<file path="src/inc/timer_cmp2_cfg.svh">
/*
 * Offsets, field positions, reset values and timing counts of the
 * second compare channel and its low-power timer sequencing.
 * Assumes a Wishbone slave with 32-bit data and byte-wide registers
 * sitting in the low lane of each word.
 */
//
// Notes on behaviour
// Compare value is two bytes, upper byte at the lower address.
// Compare value checked against counter continually; match sets flag.
// With pin enable set, match drives the programmed level onto the pin.
// Compare match raises timer interrupt only when compare irq enable set.
// Free-running counter advances once every four bus clocks.
// Writing the upper compare byte suppresses matching until lower written.
// Writing only the lower compare byte never suppresses matching.
// Either compare byte may be written alone; the other stays unchanged.
// Match clocks the level to the pin whether or not flag already set.
// Compare bytes RW, untouched by hardware and reset, power-on undefined.
// Software writes upper byte, reads status, then writes lower byte.
// In stop mode the counter halts and holds its value.
// Reset loads counter with 0xFFFC; interrupt wake resumes held value.
// Capture edge in stop arms; flag and data from first edge on wake.
// Reset during stop discards any capture edge armed in stop.
// In wait, timer 1 runs; timer 2 off when display wait-off set.
// With interrupts enabled, a timer interrupt ends wait mode.
// Capture edge between two third states sets flag in next fourth state.
// Compare matches evaluated only in the second timer state.
// Compare flag set in the fourth state after a detected match.
// Wrap sets overflow in state four; status then counter low read clears.
// Reset touches only counter and control registers; here reset also clears the inhibit bit read in status.
// Four timer states, one per bus clock, repeat every counter increment.

`ifndef TIMER_CMP2_CFG_SVH
`define TIMER_CMP2_CFG_SVH

// Register indices; byte address is four times the index
`define CMP2_HI_IDX 6'h26
`define CMP2_LO_IDX 6'h27
`define CTRL_IDX 6'h28
`define STATUS_IDX 6'h29
`define CNT_HI_IDX 6'h2A
`define CNT_LO_IDX 6'h2B
`define CAP_HI_IDX 6'h2C
`define CAP_LO_IDX 6'h2D

// Control register fields
`define CTRL_PIN_EN 0
`define CTRL_LEVEL 1
`define CTRL_IRQ_EN 2
`define CTRL_DWO 3
`define CTRL_EDGE_RISE 4
`define CTRL_RESET 8'h00

// Status register fields
`define ST_CMP2 0
`define ST_OVF 1
`define ST_CAP 2
`define ST_INHIBIT 3

// Counter values and timing
`define CNT_RESET 16'hFFFC
`define CNT_TOP 16'hFFFF
`define TICK_CYCLES 4

`endif

</file>
<file path="src/inc/timer_cmp2_pkg.sv">
/*
 * Types of the second compare channel: timer state and state records.
 * Assumes nothing beyond a SystemVerilog compiler.
 */
package timer_cmp2_pkg;

	// One-hot timer state, one per bus clock
	typedef enum logic [3:0] {
		PH_ONE = 4'b0001,
		timer_state_two = 4'b0010,
		timer_state_three = 4'b0100,
		timer_state_four = 4'b1000
	} phase_e;

	// State initialised by reset: counter, control and sequencing
	typedef struct packed {
		phase_e ph;
		logic [15:0] cnt;
		logic [7:0] ctrl;
		logic inhibit;
		logic cmp_pend;
		logic cap_pend;
		logic [15:0] cap_tmp;
		logic stop_armed;
		logic stop_d;
		logic cap_d;
		logic [2:0] clr_arm;
		logic lvl_reg;
		logic pin;
		logic irq;
		logic wake;
		logic t2en;
		logic ack;
		logic [7:0] rdat;
	} ctl_s;

	// State that reset leaves alone
	typedef struct packed {
		logic [15:0] cmp;
		logic [15:0] cap;
		logic [2:0] flags;
	} keep_s;

endpackage

</file>
<file path="src/rtl/timer_compare2_low_power.sv">
/*
 * Second compare channel of a 16-bit free-running timer, with the
 * timer's stop and wait behaviour and flag sequencing.
 * Assumes a classic Wishbone master, synchronous mode inputs and a
 * synchronous capture pin.
 */
`timescale 1ns/1ps
`include "timer_cmp2_cfg.svh"

module timer_compare2_low_power
	import timer_cmp2_pkg::*;
(
	input wire logic clk_sys_i,
	input wire logic reset_i,
	input wire logic wb_cyc_i,
	input wire logic wb_stb_i,
	input wire logic wb_we_i,
	input wire logic [7:0] wb_adr_i,
	input wire logic [3:0] wb_sel_i,
	input wire logic [31:0] wb_dat_i,
	output logic [31:0] wb_dat_o,
	output logic wb_ack_o,
	input wire logic stop_mode_i,
	input wire logic wait_mode_i,
	input wire logic irq_enable_i,
	input wire logic capture_input_pin_i,
	output logic compare2_output_pin_o,
	output logic timer_irq_o,
	output logic wait_wake_o,
	output logic timer2_enable_o
);

	// -------------------------------------------------------------
	// State
	// -------------------------------------------------------------
	ctl_s ctl_r;
	ctl_s ctl_nxt;
	keep_s keep_r;
	keep_s keep_nxt;

	logic access;
	logic [5:0] idx;
	logic wr_hi;
	logic wr_lo;
	logic rd_status;
	logic match;
	logic edge_seen;
	logic stop_exit;

	// -------------------------------------------------------------
	// Bus decode
	// -------------------------------------------------------------
	// One access per request, on the edge that raises ack
	assign access = wb_cyc_i & wb_stb_i & ~ctl_r.ack;
	assign idx = wb_adr_i[7:2];
	assign wr_hi = access & wb_we_i & wb_sel_i[0] & (idx == `CMP2_HI_IDX);
	assign wr_lo = access & wb_we_i & wb_sel_i[0] & (idx == `CMP2_LO_IDX);
	assign rd_status = access & ~wb_we_i & (idx == `STATUS_IDX);

	// Capture edge of the selected polarity
	assign edge_seen = ctl_r.ctrl[`CTRL_EDGE_RISE] ?
		(capture_input_pin_i & ~ctl_r.cap_d) :
		(~capture_input_pin_i & ctl_r.cap_d);
	assign stop_exit = ctl_r.stop_d & ~stop_mode_i;
	assign match = (ctl_r.cnt == keep_r.cmp) & ~ctl_r.inhibit;

	// -------------------------------------------------------------
	// Next state
	// -------------------------------------------------------------
	always_comb
	begin
		ctl_nxt = ctl_r;
		keep_nxt = keep_r;
		ctl_nxt.ack = access;
		ctl_nxt.cap_d = capture_input_pin_i;
		ctl_nxt.stop_d = stop_mode_i;

		// Timer states advance only while not stopped
		if (!stop_mode_i)
		begin
			unique case (ctl_r.ph)
				PH_ONE: ctl_nxt.ph = timer_state_two;
				timer_state_two: ctl_nxt.ph = timer_state_three;
				timer_state_three: ctl_nxt.ph = timer_state_four;
				timer_state_four:
				begin
					ctl_nxt.ph = PH_ONE;
					ctl_nxt.cnt = ctl_r.cnt + 16'h0001;
				end
			endcase
		end

		// Compare is evaluated in the second state only
		if (!stop_mode_i && ctl_r.ph == timer_state_two && match)
			ctl_nxt.cmp_pend = 1'b1;

		// Clears requested by software, applied before hardware sets
		if (rd_status)
			ctl_nxt.clr_arm = keep_r.flags;
		if (wr_lo && ctl_r.clr_arm[`ST_CMP2])
		begin
			keep_nxt.flags[`ST_CMP2] = 1'b0;
			ctl_nxt.clr_arm[`ST_CMP2] = 1'b0;
		end
		if (access && !wb_we_i && idx == `CNT_LO_IDX &&
			ctl_r.clr_arm[`ST_OVF])
		begin
			keep_nxt.flags[`ST_OVF] = 1'b0;
			ctl_nxt.clr_arm[`ST_OVF] = 1'b0;
		end
		if (access && !wb_we_i && idx == `CAP_LO_IDX &&
			ctl_r.clr_arm[`ST_CAP])
		begin
			keep_nxt.flags[`ST_CAP] = 1'b0;
			ctl_nxt.clr_arm[`ST_CAP] = 1'b0;
		end

		// Fourth state: compare flag, pin level and overflow
		if (!stop_mode_i && ctl_r.ph == timer_state_four)
		begin
			if (ctl_r.cmp_pend)
			begin
				keep_nxt.flags[`ST_CMP2] = 1'b1;
				ctl_nxt.lvl_reg = ctl_r.ctrl[`CTRL_LEVEL];
				ctl_nxt.cmp_pend = 1'b0;
			end
			if (ctl_r.cnt == `CNT_TOP)
				keep_nxt.flags[`ST_OVF] = 1'b1;
			if (ctl_r.cap_pend)
			begin
				keep_nxt.flags[`ST_CAP] = 1'b1;
				keep_nxt.cap = ctl_r.cap_tmp;
				ctl_nxt.cap_pend = 1'b0;
			end
		end

		// Capture edges: pending while running, armed once in stop
		if (edge_seen)
		begin
			if (stop_mode_i)
			begin
				if (!ctl_r.stop_armed)
				begin
					ctl_nxt.stop_armed = 1'b1;
					ctl_nxt.cap_tmp = ctl_r.cnt + 16'h0001;
				end
			end
			else
			begin
				ctl_nxt.cap_pend = 1'b1;
				ctl_nxt.cap_tmp = ctl_r.cnt + 16'h0001;
			end
		end

		// Waking from stop presents the first armed edge
		if (stop_exit && ctl_r.stop_armed)
		begin
			keep_nxt.flags[`ST_CAP] = 1'b1;
			keep_nxt.cap = ctl_r.cap_tmp;
			ctl_nxt.stop_armed = 1'b0;
		end

		// Register writes; each byte stands alone
		if (wr_hi)
		begin
			keep_nxt.cmp[15:8] = wb_dat_i[7:0];
			ctl_nxt.inhibit = 1'b1;
		end
		if (wr_lo)
		begin
			keep_nxt.cmp[7:0] = wb_dat_i[7:0];
			ctl_nxt.inhibit = 1'b0;
		end
		if (access && wb_we_i && wb_sel_i[0] && idx == `CTRL_IDX)
			ctl_nxt.ctrl = wb_dat_i[7:0];

		// Read data for the low lane
		ctl_nxt.rdat = 8'h00;
		if (access && !wb_we_i)
		begin
			case (idx)
				`CMP2_HI_IDX: ctl_nxt.rdat = keep_r.cmp[15:8];
				`CMP2_LO_IDX: ctl_nxt.rdat = keep_r.cmp[7:0];
				`CTRL_IDX: ctl_nxt.rdat = ctl_r.ctrl;
				`STATUS_IDX: ctl_nxt.rdat = {4'h0, ctl_r.inhibit,
					keep_r.flags};
				`CNT_HI_IDX: ctl_nxt.rdat = ctl_r.cnt[15:8];
				`CNT_LO_IDX: ctl_nxt.rdat = ctl_r.cnt[7:0];
				`CAP_HI_IDX: ctl_nxt.rdat = keep_r.cap[15:8];
				`CAP_LO_IDX: ctl_nxt.rdat = keep_r.cap[7:0];
				default: ctl_nxt.rdat = 8'h00;
			endcase
		end

		// Pin, interrupt, wake and timer 2 enable
		ctl_nxt.pin = ctl_nxt.ctrl[`CTRL_PIN_EN] & ctl_nxt.lvl_reg;
		ctl_nxt.irq = keep_nxt.flags[`ST_CMP2] &
			ctl_nxt.ctrl[`CTRL_IRQ_EN];
		ctl_nxt.wake = wait_mode_i & irq_enable_i & ctl_nxt.irq;
		ctl_nxt.t2en = ~(wait_mode_i & ctl_nxt.ctrl[`CTRL_DWO]);
	end

	// -------------------------------------------------------------
	// Registers
	// -------------------------------------------------------------
	// Counter, control and sequencing; reset loads the fixed count
	always_ff @(posedge clk_sys_i or posedge reset_i)
	begin
		if (reset_i)
		begin
			ctl_r <= '{ph: PH_ONE, cnt: `CNT_RESET,
				ctrl: `CTRL_RESET, t2en: 1'b1, default: '0};
		end
		else
			ctl_r <= ctl_nxt;
	end

	// Compare value, capture value and flags survive reset
	always_ff @(posedge clk_sys_i)
	begin
		keep_r <= keep_nxt;
	end

	// Outputs straight from flip-flops
	assign wb_ack_o = ctl_r.ack;
	assign wb_dat_o = {24'h00_0000, ctl_r.rdat};
	assign compare2_output_pin_o = ctl_r.pin;
	assign timer_irq_o = ctl_r.irq;
	assign wait_wake_o = ctl_r.wake;
	assign timer2_enable_o = ctl_r.t2en;
endmodule

</file>
<file path="config.mk">
export PLATFORM = sky130hd
export DESIGN_NAME = timer_compare2_low_power
export DESIGN_NICKNAME = d
export VERILOG_FILES = /design/src/inc/timer_cmp2_pkg.sv /design/src/rtl/timer_compare2_low_power.sv
export VERILOG_INCLUDE_DIRS = /design/src /design/src/inc
export SDC_FILE = /design/constraint.sdc
export NUM_CORES = 1
export LEC_CHECK = 0
export ABC_AREA = 1
export ABC_CLOCK_PERIOD_IN_PS = 2400
export BUFFER_PORTS_ARGS = -buffer_cell sky130_fd_sc_hd__buf_2
export CAP_MARGIN = 40
export CORE_ASPECT_RATIO = 2
export CORE_MARGIN = 10
export CORE_UTILIZATION = 51
export CTS_CLUSTER_DIAMETER = 60
export CTS_CLUSTER_SIZE = 28
export DETAILED_ROUTE_END_ITERATION = 6
export PLACE_DENSITY = 0.7
export SYNTH_ARGS = -nofsm -noshare
export SYNTH_HDL_FRONTEND = slang
export SYNTH_SLANG_ARGS = --single-unit
</file>
<file path="constraint.sdc">
create_clock -name clk_sys_i -period 2.4 [get_ports clk_sys_i]
set_input_delay 0.12 -clock clk_sys_i [delete_from_list [all_inputs] [get_ports clk_sys_i]]
set_output_delay 0.12 -clock clk_sys_i [all_outputs]
set_load 0.02 [all_outputs]
</file>
==> impl_metrics.csv, run 1 <==
group,metric,value,unit
synth,synth_enable_flop_cells,32,
detailed_routing,first_pass_iters,5,
worst_setup_path,endpoint_kind,"register",
detailed_routing,post_drt_via_cell_ratio,4.96,
clock_network,clock_latency,0.35,ns
synth,proportion_of_register_bits_with_asynchronous_set_or_reset_after_synthesis,0.657,
synth,synth_warnings,0,
synth,synthesis.instances,616,
synth,ys_seq_elements,102,
timing,timing.final.crit_period,1.94,ns
global_routing,grt_pass1_vias,4077,
global_routing,initial_antenna_violation_count,0,
global_routing,grt_remaining_overflow,0,
detailed_routing,met2RoutedLength,6.97,mm
clock_network,cts_hold_buffers,12,
detailed_routing,drt_iter0_drc,318,
layout,finalNetCount,717,
place,hpwl,10.0,mm
timing,slew-limit-headroom,0.549,
synth,synth_seq_area_share,0.529,
synth,synth_top_area_cell,"dfrtp_1",
clock_network,maximum_level_of_the_cts_h_tree,3,
worst_setup_path,timing.critical_path.arrival,2.17,ns
clock_network,cts_post_setup_buffers_inserted,0,
floorplan,placement_rows,51,
timing,fin_setup_tns,0,ns
timing,final_min_period_over_clock_period,0.810,
synth,yosysTopAreaCellShare,0.248,
clock_network,cts_tree,"done",
place,gpl.final_weighted_congestion,0.963,
worst_setup_path,r2r_end,"keep_r[28]",
power_and_ir_drop,ir_drop,571,uV
layout,fillerInstances,894,
timing,tightest_slew,0.674,ns
job,cap_viol_max_count,0,
floorplan,floorplan.initialDensity,0.523,
worst_setup_path,worst_setup_path_start_kind,"input pin",
synth,post_synth_main_area_contributors,"dfrtp_1, edfxtp_1, nand2_1",
floorplan,floorplan.die.width,91.0,um
worst_setup_path,cpLargestDelayFamily,"buffers and inverters",
power_and_ir_drop,static-leakage-power,2.81,nW
clock_network,cts_repair_resize_count,0,
worst_setup_path,worst-setup-path-type,"in -> reg",
clock_network,clock_slew_seen_by_the_registers_of_the_worst_setup_and_hold_paths,0.07,ns
worst_setup_path,worst-path-buf-inv,4,
floorplan,die_height,162,um
clock_network,maximum_number_of_buffers_from_clock_root_to_sink,2,
worst_setup_path,critical-path-max-stage-delay,0.55,ns
detailed_routing,met3_length,642,um
status,result_of_the_run,"complete, no violations",
place,dp_slack,0.631,ns
floorplan,floorplan.die_area,14700,um^2
detailed_routing,drc,0,
worst_setup_path,required,2.63,ns
place,place.port_buffers,36,
layout,antennaDiodeCount,0,
timing,finalMaxSlewViolations,0,
timing,max_freq,0.514,GHz
synth,mapped_avg_cell_area,8.34,um^2
power_and_ir_drop,power.density_cell_area,866,nW/um^2
floorplan,placeableCoreArea,9830,um^2
min_path,min-delay-start,"wb_stb_i",
detailed_routing,drt-met1-wl,4.47,mm
detailed_routing,maxUsedRoutingLayer,"met4",
layout,fraction_of_layout_cells_with_a_size_suffix_above_1,0.147,
detailed_routing,ant_nets,0,
detailed_routing,routed_wirelength,12.6,mm
worst_setup_path,timing.critical_path.depth,7,
min_path,whs_path_depth,3,
clock_network,ctsRootBufferMaster,"clkbuf_16",
min_path,worstHoldEndpoint,"wb_ack_o",
timing,fin_ws,0.456,ns
layout,final-seq-area,2720,um^2
worst_setup_path,worstPathCellList,"dlygate4sd3_1 > buf_2 > inv_1 > o21ai_2 > inv_2 > nand3_1 > o21ai_0",
synth,postSynth.topFlopCell,"dfrtp_1",
synth,synth_cell_type_count,33,
global_routing,global_route_usage_over_all_layers,0.173,
worst_setup_path,crit_slowest_cell,"dlygate4sd3_1",
global_routing,grt_first_pass_wirelength,20.4,mm
detailed_routing,dr_total_vias,3965,
worst_setup_path,reg2reg_slack,0.63,ns
timing,report.final.hold_viol_count,0,
layout,footprint_of_the_multi_input_gates,1920,um^2
clock_network,cts_num_sinks,102,
global_routing,largest_net_degree_at_the_start_of_global_routing,39,
floorplan,floorplan.io_pins,90,
synth,post_synth_instance_area,5140,um^2
timing,report.final.setup_viol,0,
min_path,min-delay-path-class,"in -> reg",
worst_setup_path,timing.reg2reg.worst_path_depth,5,
timing,rsz0062_at_grt,"false",
timing,worst_clock_skew,0.00967,ns
worst_setup_path,worst_r2r_startpoint,"wb_ack_o",
detailed_routing,avgRoutedWirePerCell,15.8,um
layout,synthToLayoutAreaGrowth,12.4,%
worst_setup_path,critical_path_fanout_max,18,
clock_network,cts_buffers,9,
-- power breakdown --
group / internal [mW] / switching (mW) / leakage (nW)
logic: 0.328 / 0.699 / 1.53
registers: 2.19 / 0.267 / 1.12
clock network: 0.896 / 0.623 / 0.155
total: 3.41 / 1.59 / 2.81
-- tightest hold or removal path, stage by stage --
cell and delay, ns:
buf_2 0.07, nand3_1 0.10, inv_1 0.07
-- per-stage QoR --
step	instance area (um^2)	total power [mW]	hold slack, ns	util	std cells
floorplan	5230	3.17	0.151	-	639
global placement	5330	3.45	0.240	0.542	771
detailed placement	5330	3.49	0.242	0.542	771
CTS	5770	5.03	0.000522	0.587	799
global route	5780	5.28	0.0883	0.588	800
finish	5780	5.00	0.0433	0.588	800
-- synth_stat cells, drive strengths merged (3+ instances only) --
| cell | n |
|---|---|
| nand2 | 177 |
| dfxtp | 3 |
| a21oi | 19 |
| edfxtp | 32 |
| xor2 | 14 |
| dfstp | 16 |
| buf | 39 |
| dfrtp | 51 |
| nor2 | 83 |
| nor3 | 7 |
| nand3 | 40 |
| o21ai | 47 |
| inv | 79 |
| nand4 | 4 |
-- state kept, by name, indices dropped and copies added, names as in the netlist --
register and cells:
compare2_output_pin_o 1, timer2_enable_o 1, keep_r 35, wb_ack_o 1, wb_dat_o 8, ctl_r 54, timer_irq_o 1, wait_wake_o 1
-- per-layer routing --
layer	vias to the layer above	GRT usage
met3	32	0.0351
met1	1838	0.167
li1	1986	-
met4	0	0.0938
met5	-	0
met2	109	0.331
-- cell families (layout without fill, tap and decap cells) --
logic type | count (synthesis) | in the layout | synth area share
other cells | 1 | 24 | 0.000730
flops | 102 | 102 | 0.529
buf+inv | 119 | 148 | 0.114
simple gates | 311 | 311 | 0.261
fa+ha+maj | 1 | 1 | 0.00243
compound gates | 68 | 68 | 0.0696
xor+xnor | 14 | 14 | 0.0239
-- cell type report --
type,count,share of cell area
Multi-Input combinational cell,418,0.333
Timing Repair Buffer,53,0.0611
Inverter,79,0.0518
Tap cell,132,0.0286
Sequential cell,102,0.470
Clock inverter,4,0.00910
Clock buffer,12,0.0461
-- worst max path at each step --
stage | from | end | slack (ns)
floorplan | reset_i | compare2_output_pin_o | 0.62
global placement | stop_mode_i | ctl_r[34] | 0.63
detailed placement | wb_adr_i[7] | keep_r[31] | 0.63
CTS | stop_mode_i | ctl_r[34] | 0.45
global route | stop_mode_i | ctl_r[34] | 0.26
finish | stop_mode_i | ctl_r[34] | 0.46
-- cells in the final DEF, fill, tap and decap left out, types with 2 or more instances in the layout --
master and n:
a21oi_1 17, a21oi_2 2, buf_2 36, buf_4 3
clkbuf_16 9, clkbuf_8 3, conb_1 24, dfrtp_1 51
dfstp_2 16, dfxtp_1 3, dlygate4sd3_1 13, edfxtp_1 32
inv_1 74, inv_2 4, inv_4 2, nand2_1 172
nand2_2 2, nand2_4 3, nand3_1 37, nand3_2 3
nand4_1 4, nor2_1 74, nor2_2 4, nor2_4 4
nor3_1 6, o21ai_0 44, o21ai_1 2, xor2_1 14
No activity file was read; power rests on OpenSTA's default activity.
==> run 2, diff against run 1 <==
Settings changed: ABC_CLOCK_PERIOD_IN_PS 2400 to 1700, PLACE_DENSITY 0.7 to 0.73.
Clock period 2.4 ns to 1.7 ns, I/O delays scaled along.
==> impl_metrics.csv, run 2 (synthesis results as in run 1) <==
group,metric,value,unit
status,result_of_the_run,"complete, no violations",
layout,final-seq-area,2720,um^2
floorplan,placement_rows,51,
global_routing,grt_remaining_overflow,0,
layout,antennaDiodeCount,0,
global_routing,gr-usage-met2,0.338,
worst_setup_path,worstPathCellList,"inv_1 > nor3_1 > nand3_1 > xor2_1 > nand2_1 > nand2_1",
worst_setup_path,timing.reg2reg.worst_path_depth,6,
power_and_ir_drop,power.density_cell_area,1190,nW/um^2
worst_setup_path,critical_path_fanout_max,4,
global_routing,met1_usage,0.177,
clock_network,clock_latency,0.35,ns
clock_network,cts_num_sinks,102,
worst_setup_path,worst-setup-path-type,"reg -> reg",
clock_network,ctsRootBufferMaster,"clkbuf_16",
floorplan,placeableCoreArea,9830,um^2
global_routing,gr-max-usage-layer,"met2",
detailed_routing,routed_wirelength,13.0,mm
layout,largest_register_ffs,54,
detailed_routing,post_drt_via_cell_ratio,4.95,
layout,synthToLayoutAreaGrowth,15.8,%
clock_network,clock_slew_seen_by_the_registers_of_the_worst_setup_and_hold_paths,0.07,ns
timing,tightest_slew,0.586,ns
global_routing,routing_usage_on_met3,0.0466,
timing,max_freq,0.625,GHz
timing,final_min_period_over_clock_period,0.941,
detailed_routing,avgRoutedWirePerCell,15.7,um
clock_network,maximum_level_of_the_cts_h_tree,3,
layout,finalNetCount,741,
global_routing,global_route_usage_over_all_layers,0.184,
global_routing,initial_antenna_violation_count,0,
worst_setup_path,timing.critical_path.arrival,1.89,ns
detailed_routing,ant_nets,0,
min_path,whs_path_depth,3,
floorplan,floorplan.die_area,14700,um^2
global_routing,largest_net_degree_at_the_start_of_global_routing,68,
power_and_ir_drop,ir_drop,919,uV
layout,footprint_of_the_multi_input_gates,1940,um^2
place,gpl.final_weighted_congestion,0.970,
job,cap_viol_max_count,0,
worst_setup_path,reg2reg_slack,0.10,ns
floorplan,die_height,162,um
place,hpwl,10.3,mm
worst_setup_path,r2r_end,"ctl_r[60]",
min_path,min-delay-start,"wb_stb_i",
worst_setup_path,crit_path_start,"ctl_r[59]",
worst_setup_path,worst_setup_path_start_kind,"register",
worst_setup_path,endpoint_kind,"register",
worst_setup_path,critical-path-max-stage-delay,0.56,ns
global_routing,grt_first_pass_wirelength,21.4,mm
worst_setup_path,crit_top_cell,"nand2_1",
layout,mostFrequentLayoutCell,"nand2_1",
timing,timing.final.crit_period,1.60,ns
min_path,worstHoldEndpoint,"wb_ack_o",
floorplan,floorplan.initialDensity,0.523,
timing,slew-limit-headroom,0.606,
place,place.port_buffers,36,
floorplan,floorplan.die.width,91.0,um
timing,rsz0062_at_grt,"false",
clock_network,cts_tree,"done",
worst_setup_path,required,1.99,ns
global_routing,grt_pass1_vias,4283,
timing,finalMaxSlewViolations,0,
detailed_routing,first_pass_iters,4,
layout,fillerInstances,898,
layout,fraction_of_layout_cells_with_a_size_suffix_above_1,0.179,
worst_setup_path,crit_slowest_cell,"dfstp_2",
clock_network,maximum_number_of_buffers_from_clock_root_to_sink,2,
min_path,min-delay-path-class,"in -> reg",
detailed_routing,drc,0,
timing,fin_setup_tns,0,ns
detailed_routing,drt_iter0_drc,311,
clock_network,cts_buffers,9,
timing,report.final.setup_viol,0,
timing,final.hold.worst_slack,0.0207,ns
power_and_ir_drop,static-leakage-power,2.90,nW
layout,layout_common_cells,"nand2_1, nor2_1, inv_1",
layout,largest_register,"ctl_r",
timing,report.final.hold_viol_count,0,
detailed_routing,dr_total_vias,4076,
worst_setup_path,worst_r2r_startpoint,"ctl_r[59]",
timing,worst_clock_skew,0.00534,ns
floorplan,floorplan.io_pins,90,
-- run 2: cell types whose count changed in the layout (fill, tap and decap cells not counted), moves of 2 or more --
cell / change
buf_4: +23
clkbuf_1: +3
clkbuf_8: -2
clkinvlp_4: +2
inv_1: -2
-- run 2: area by class of cell --
class / instances / area share
Clock buffer: 13 / 0.0421
Clock inverter: 3 / 0.00357
Tap cell: 132 / 0.0278
Sequential cell: 102 / 0.457
Multi-Input combinational cell: 418 / 0.327
Inverter: 79 / 0.0515
Timing Repair Buffer: 77 / 0.0917
-- run 2: report_power, final --
group	switching [mW]	internal [mW]
logic	1.14	0.678
registers	0.305	3.09
clock network	0.850	1.03
total	2.30	4.80
-- run 2: worst max-delay path by stage --
| stage | end | slack (ns) | cells past startpoint |
|---|---|---|---|
| detailed placement | compare2_output_pin_o | 0.07 | 7 |
| finish | ctl_r[60] | 0.10 | 6 |
| global route | ctl_r[35] | 0.002 | 9 |
| CTS | compare2_output_pin_o | 0.05 | 7 |
| global placement | ctl_r[33] | 0.15 | 6 |
| floorplan | keep_r[10] | 0.03 | 6 |
-- run 2: worst max-delay path: cells and delay by family, from the launching register on --
family | cells | cell delay (ns)
buf+inv | 1 | 0.11
flops | 1 | 0.56
xor+xnor | 1 | 0.21
simple gates | 4 | 0.67
-- run 2: stage by stage --
stage / worst slack (ns) / total power [mW] / util / cell area [um^2] / cells
detailed placement: 0.0697 / 5.18 / 0.562 / 5520 / 793
CTS: 0.0474 / 7.10 / 0.603 / 5920 / 822
global route: 0.00205 / 7.53 / 0.606 / 5950 / 824
global placement: 0.146 / 5.09 / 0.562 / 5520 / 793
finish: 0.101 / 7.10 / 0.606 / 5950 / 824
floorplan: 0.0265 / 4.48 / - / 5240 / 639
-- run 2: per-layer routing --
| layer | wire length, um | vias up |
|---|---|---|
| li1 | - | 2028 |
| met1 | 4520 | 1890 |
| met2 | 7140 | 113 |
| met3 | 615 | 45 |
| met4 | 700 | 0 |
| met5 | 0 | - |
-- run 2: what timing repair did --
action                                  CTS  global route
setup buffers                             0             2
endpoints found under the setup margin    0             7
endpoints found under the hold margin    72             0
gates resized for setup                   0             6
hold buffers                             13             0
==> run 3, diff against run 2 <==
Settings changed: ABC_AREA 1 to not set.
==> impl_metrics.csv, run 3 <==
group,metric,value,unit
status,result_of_the_run,"complete, but fails checks",
status,violations,"setup timing",
floorplan,floorplan.die_area,14700,um^2
synth,post_synth_main_area_contributors,"dfrtp_1, edfxtp_1, dfstp_2",
synth,synth_cell_type_count,55,
job,cap_viol_max_count,0,
layout,mostFrequentLayoutCell,"nand2_1",
power_and_ir_drop,static-leakage-power,2.71,nW
synth,yosysTopAreaCellShare,0.250,
clock_network,cts_tree,"done",
detailed_routing,met2RoutedLength,6.73,mm
clock_network,clock_latency,0.34,ns
detailed_routing,ant_nets,0,
global_routing,grt_remaining_overflow,0,
min_path,min-delay-path-class,"in -> reg",
floorplan,placement_rows,51,
synth,synth_seq_area_share,0.532,
timing,final_min_period_over_clock_period,1.03,
place,hpwl,9.74,mm
worst_setup_path,timing.critical_path.arrival,1.99,ns
clock_network,ctsRootBufferMaster,"clkbuf_16",
synth,synthesis.instances,450,
detailed_routing,drc,0,
timing,finalMaxSlewViolations,0,
global_routing,grt_pass1_vias,3795,
layout,antennaDiodeCount,0,
worst_setup_path,critical-path-max-stage-delay,0.42,ns
floorplan,floorplan.initialDensity,0.523,
layout,largest_register_ffs,54,
detailed_routing,post_drt_via_cell_ratio,5.37,
synth,most_frequently_used_cell_type_in_the_post_synthesis_netlist,"nand2_1",
global_routing,initial_antenna_violation_count,0,
power_and_ir_drop,power.density_cell_area,936,nW/um^2
clock_network,clock_slew_seen_by_the_registers_of_the_worst_setup_and_hold_paths,0.07,ns
place,place.port_buffers,36,
worst_setup_path,endpoint_kind,"register",
worst_setup_path,worst-setup-path-type,"reg -> reg",
synth,synth_warnings,0,
synth,ys_seq_elements,102,
timing,timing.final.crit_period,1.75,ns
synth,synth_top_area_cell,"dfrtp_1",
layout,synthToLayoutAreaGrowth,22.8,%
power_and_ir_drop,report.power.total,5.87,mW
detailed_routing,first_pass_iters,4,
detailed_routing,met3_length,759,um
global_routing,grt_first_pass_wirelength,19.9,mm
layout,layout_common_cells,"nand2_1, dfrtp_1, buf_4",
detailed_routing,drt_iter0_drc,260,
timing,report.final.setup_viol,3,
worst_setup_path,cpLargestDelayFamily,"buffers and inverters",
place,gpl.final_weighted_congestion,0.906,
floorplan,floorplan.io_pins,90,
worst_setup_path,crit_top_cell,"buf_4",
detailed_routing,maxUsedRoutingLayer,"met4",
detailed_routing,drt-met1-wl,4.35,mm
detailed_routing,routed_wirelength,12.5,mm
worst_setup_path,crit_slowest_cell,"dfrtp_2",
worst_setup_path,critical_path_fanout_max,5,
global_routing,largest_net_degree_at_the_start_of_global_routing,53,
synth,mapped_avg_cell_area,11.3,um^2
synth,proportion_of_register_bits_with_asynchronous_set_or_reset_after_synthesis,0.657,
timing,fin_ws,-0.0475,ns
timing,rsz0062_at_grt,"true",
timing,max_freq,0.572,GHz
floorplan,placeableCoreArea,9760,um^2
synth,synth_enable_flop_cells,32,
layout,largest_register,"ctl_r",
clock_network,cts_num_sinks,102,
clock_network,maximum_level_of_the_cts_h_tree,3,
timing,fin_setup_tns,-0.0727,ns
worst_setup_path,worst_setup_path_start_kind,"register",
timing,worst_clock_skew,0.00793,ns
clock_network,cts_buffers,9,
layout,fillerInstances,736,
timing,report.final.hold_viol_count,0,
global_routing,global_route_usage_over_all_layers,0.172,
synth,postSynth.topFlopCell,"dfrtp_1",
timing,final.hold.worst_slack,0.0289,ns
clock_network,maximum_number_of_buffers_from_clock_root_to_sink,2,
layout,fraction_of_layout_cells_with_a_size_suffix_above_1,0.315,
power_and_ir_drop,ir_drop,640,uV
floorplan,floorplan.die.width,90.8,um
synth,synth_common_cells,"nand2_1, dfrtp_1, buf_4",
detailed_routing,dr_total_vias,3569,
worst_setup_path,required,1.94,ns
floorplan,die_height,162,um
worst_setup_path,worst-path-buf-inv,3,
detailed_routing,avgRoutedWirePerCell,18.9,um
worst_setup_path,worstPathCellList,"nor4bb_2 > buf_4 > nand3_1 > o21ai_2 > buf_4 > o41ai_4 > buf_4",
layout,finalNetCount,582,
synth,post_synth_instance_area,5110,um^2
run 3: cell count changes after synthesis, sizes merged, moves of 25 or more:
cell | previous run | this run
nand2 | 177 | 53
inv | 79 | 11
nor2 | 83 | 17
nand3 | 40 | 7
o21ai | 47 | 20
xnor2 | 0 | 25
run 3: kinds of logic (layout without fill, tap and decap cells):
kind of cell               after synthesis  count (layout)  synth area share
AOI/OAI and AO/OA                       54              54            0.0696
xor gates and xnor gates                44              44            0.0755
adders and majority gates                1               1           0.00245
buffers and inverters                   68             128            0.0840
DFF                                    102             102             0.532
muxes                                   36              36            0.0848
other                                    1              24          0.000734
and+or+nand+nor                        144             144             0.151
run 3: final cells by class:
| type | instances | area [um^2] | share of cell area |
|---|---|---|---|
| tap | 132 | 165 | 0.0263 |
| inverter | 11 | 48.8 | 0.00778 |
| sequential | 102 | 2720 | 0.434 |
| multi-input combinational | 303 | 2260 | 0.360 |
| clock inverter | 2 | 16.3 | 0.00259 |
| timing repair buffer | 101 | 747 | 0.119 |
| clock buffer | 14 | 318 | 0.0507 |
run 3: tightest hold or removal path, stage by stage:
cell	delay [ns]
buf_2	0.12
nand2_1	0.06
o31ai_1	0.07
run 3: final timing paths:
kind	end	depth (start not counted)	slack (ns)	start
min in group asynchronous	ctl_r[17]	3	0.28	reset_i
worst min-delay path	ctl_r[65]	3	0.03	stop_mode_i
max in group asynchronous	ctl_r[63]	4	0.77	reset_i
worst max-delay path	keep_r[1]	7	-0.05	wb_ack_o
worst min register to register	ctl_r[24]	2	0.48	ctl_r[24]
worst max register to register	keep_r[1]	7	-0.05	wb_ack_o
run 3: through the flow:
stage / utilization / cell area [um^2] / cells / setup WS (ns)
floorplan: - / 5320 / 473 / -0.255
global placement: 0.582 / 5690 / 637 / -0.334
detailed placement: 0.582 / 5690 / 637 / -0.289
CTS: 0.634 / 6190 / 665 / -0.0310
global route: 0.642 / 6270 / 665 / -0.0841
finish: 0.642 / 6270 / 665 / -0.0475
run 3: layer usage:
metal  up-vias  global-route usage
li1       1661                   -
met1      1756               0.171
met2       119               0.306
met3        33              0.0441
met4         0               0.116
met5         -                   0
run 3: timing repair:
action / 4_1_cts / 5_1_grt
endpoints found under the hold margin: 24 / 0
hold buffers: 12 / 0
buffers inserted: 0 / 0
pin swaps: 2 / 4
endpoints found under the setup margin: 10 / 18
gates resized for setup: 10 / 17
run 3: report_power, final:
| group | leakage [nW] | switching, mW | total (mW) | internal, mW |
|---|---|---|---|---|
| logic | 1.38 | 0.498 | 0.866 | 0.368 |
| clock network | 0.161 | 0.892 | 2.20 | 1.31 |
| registers | 1.17 | 0.110 | 2.80 | 2.69 |
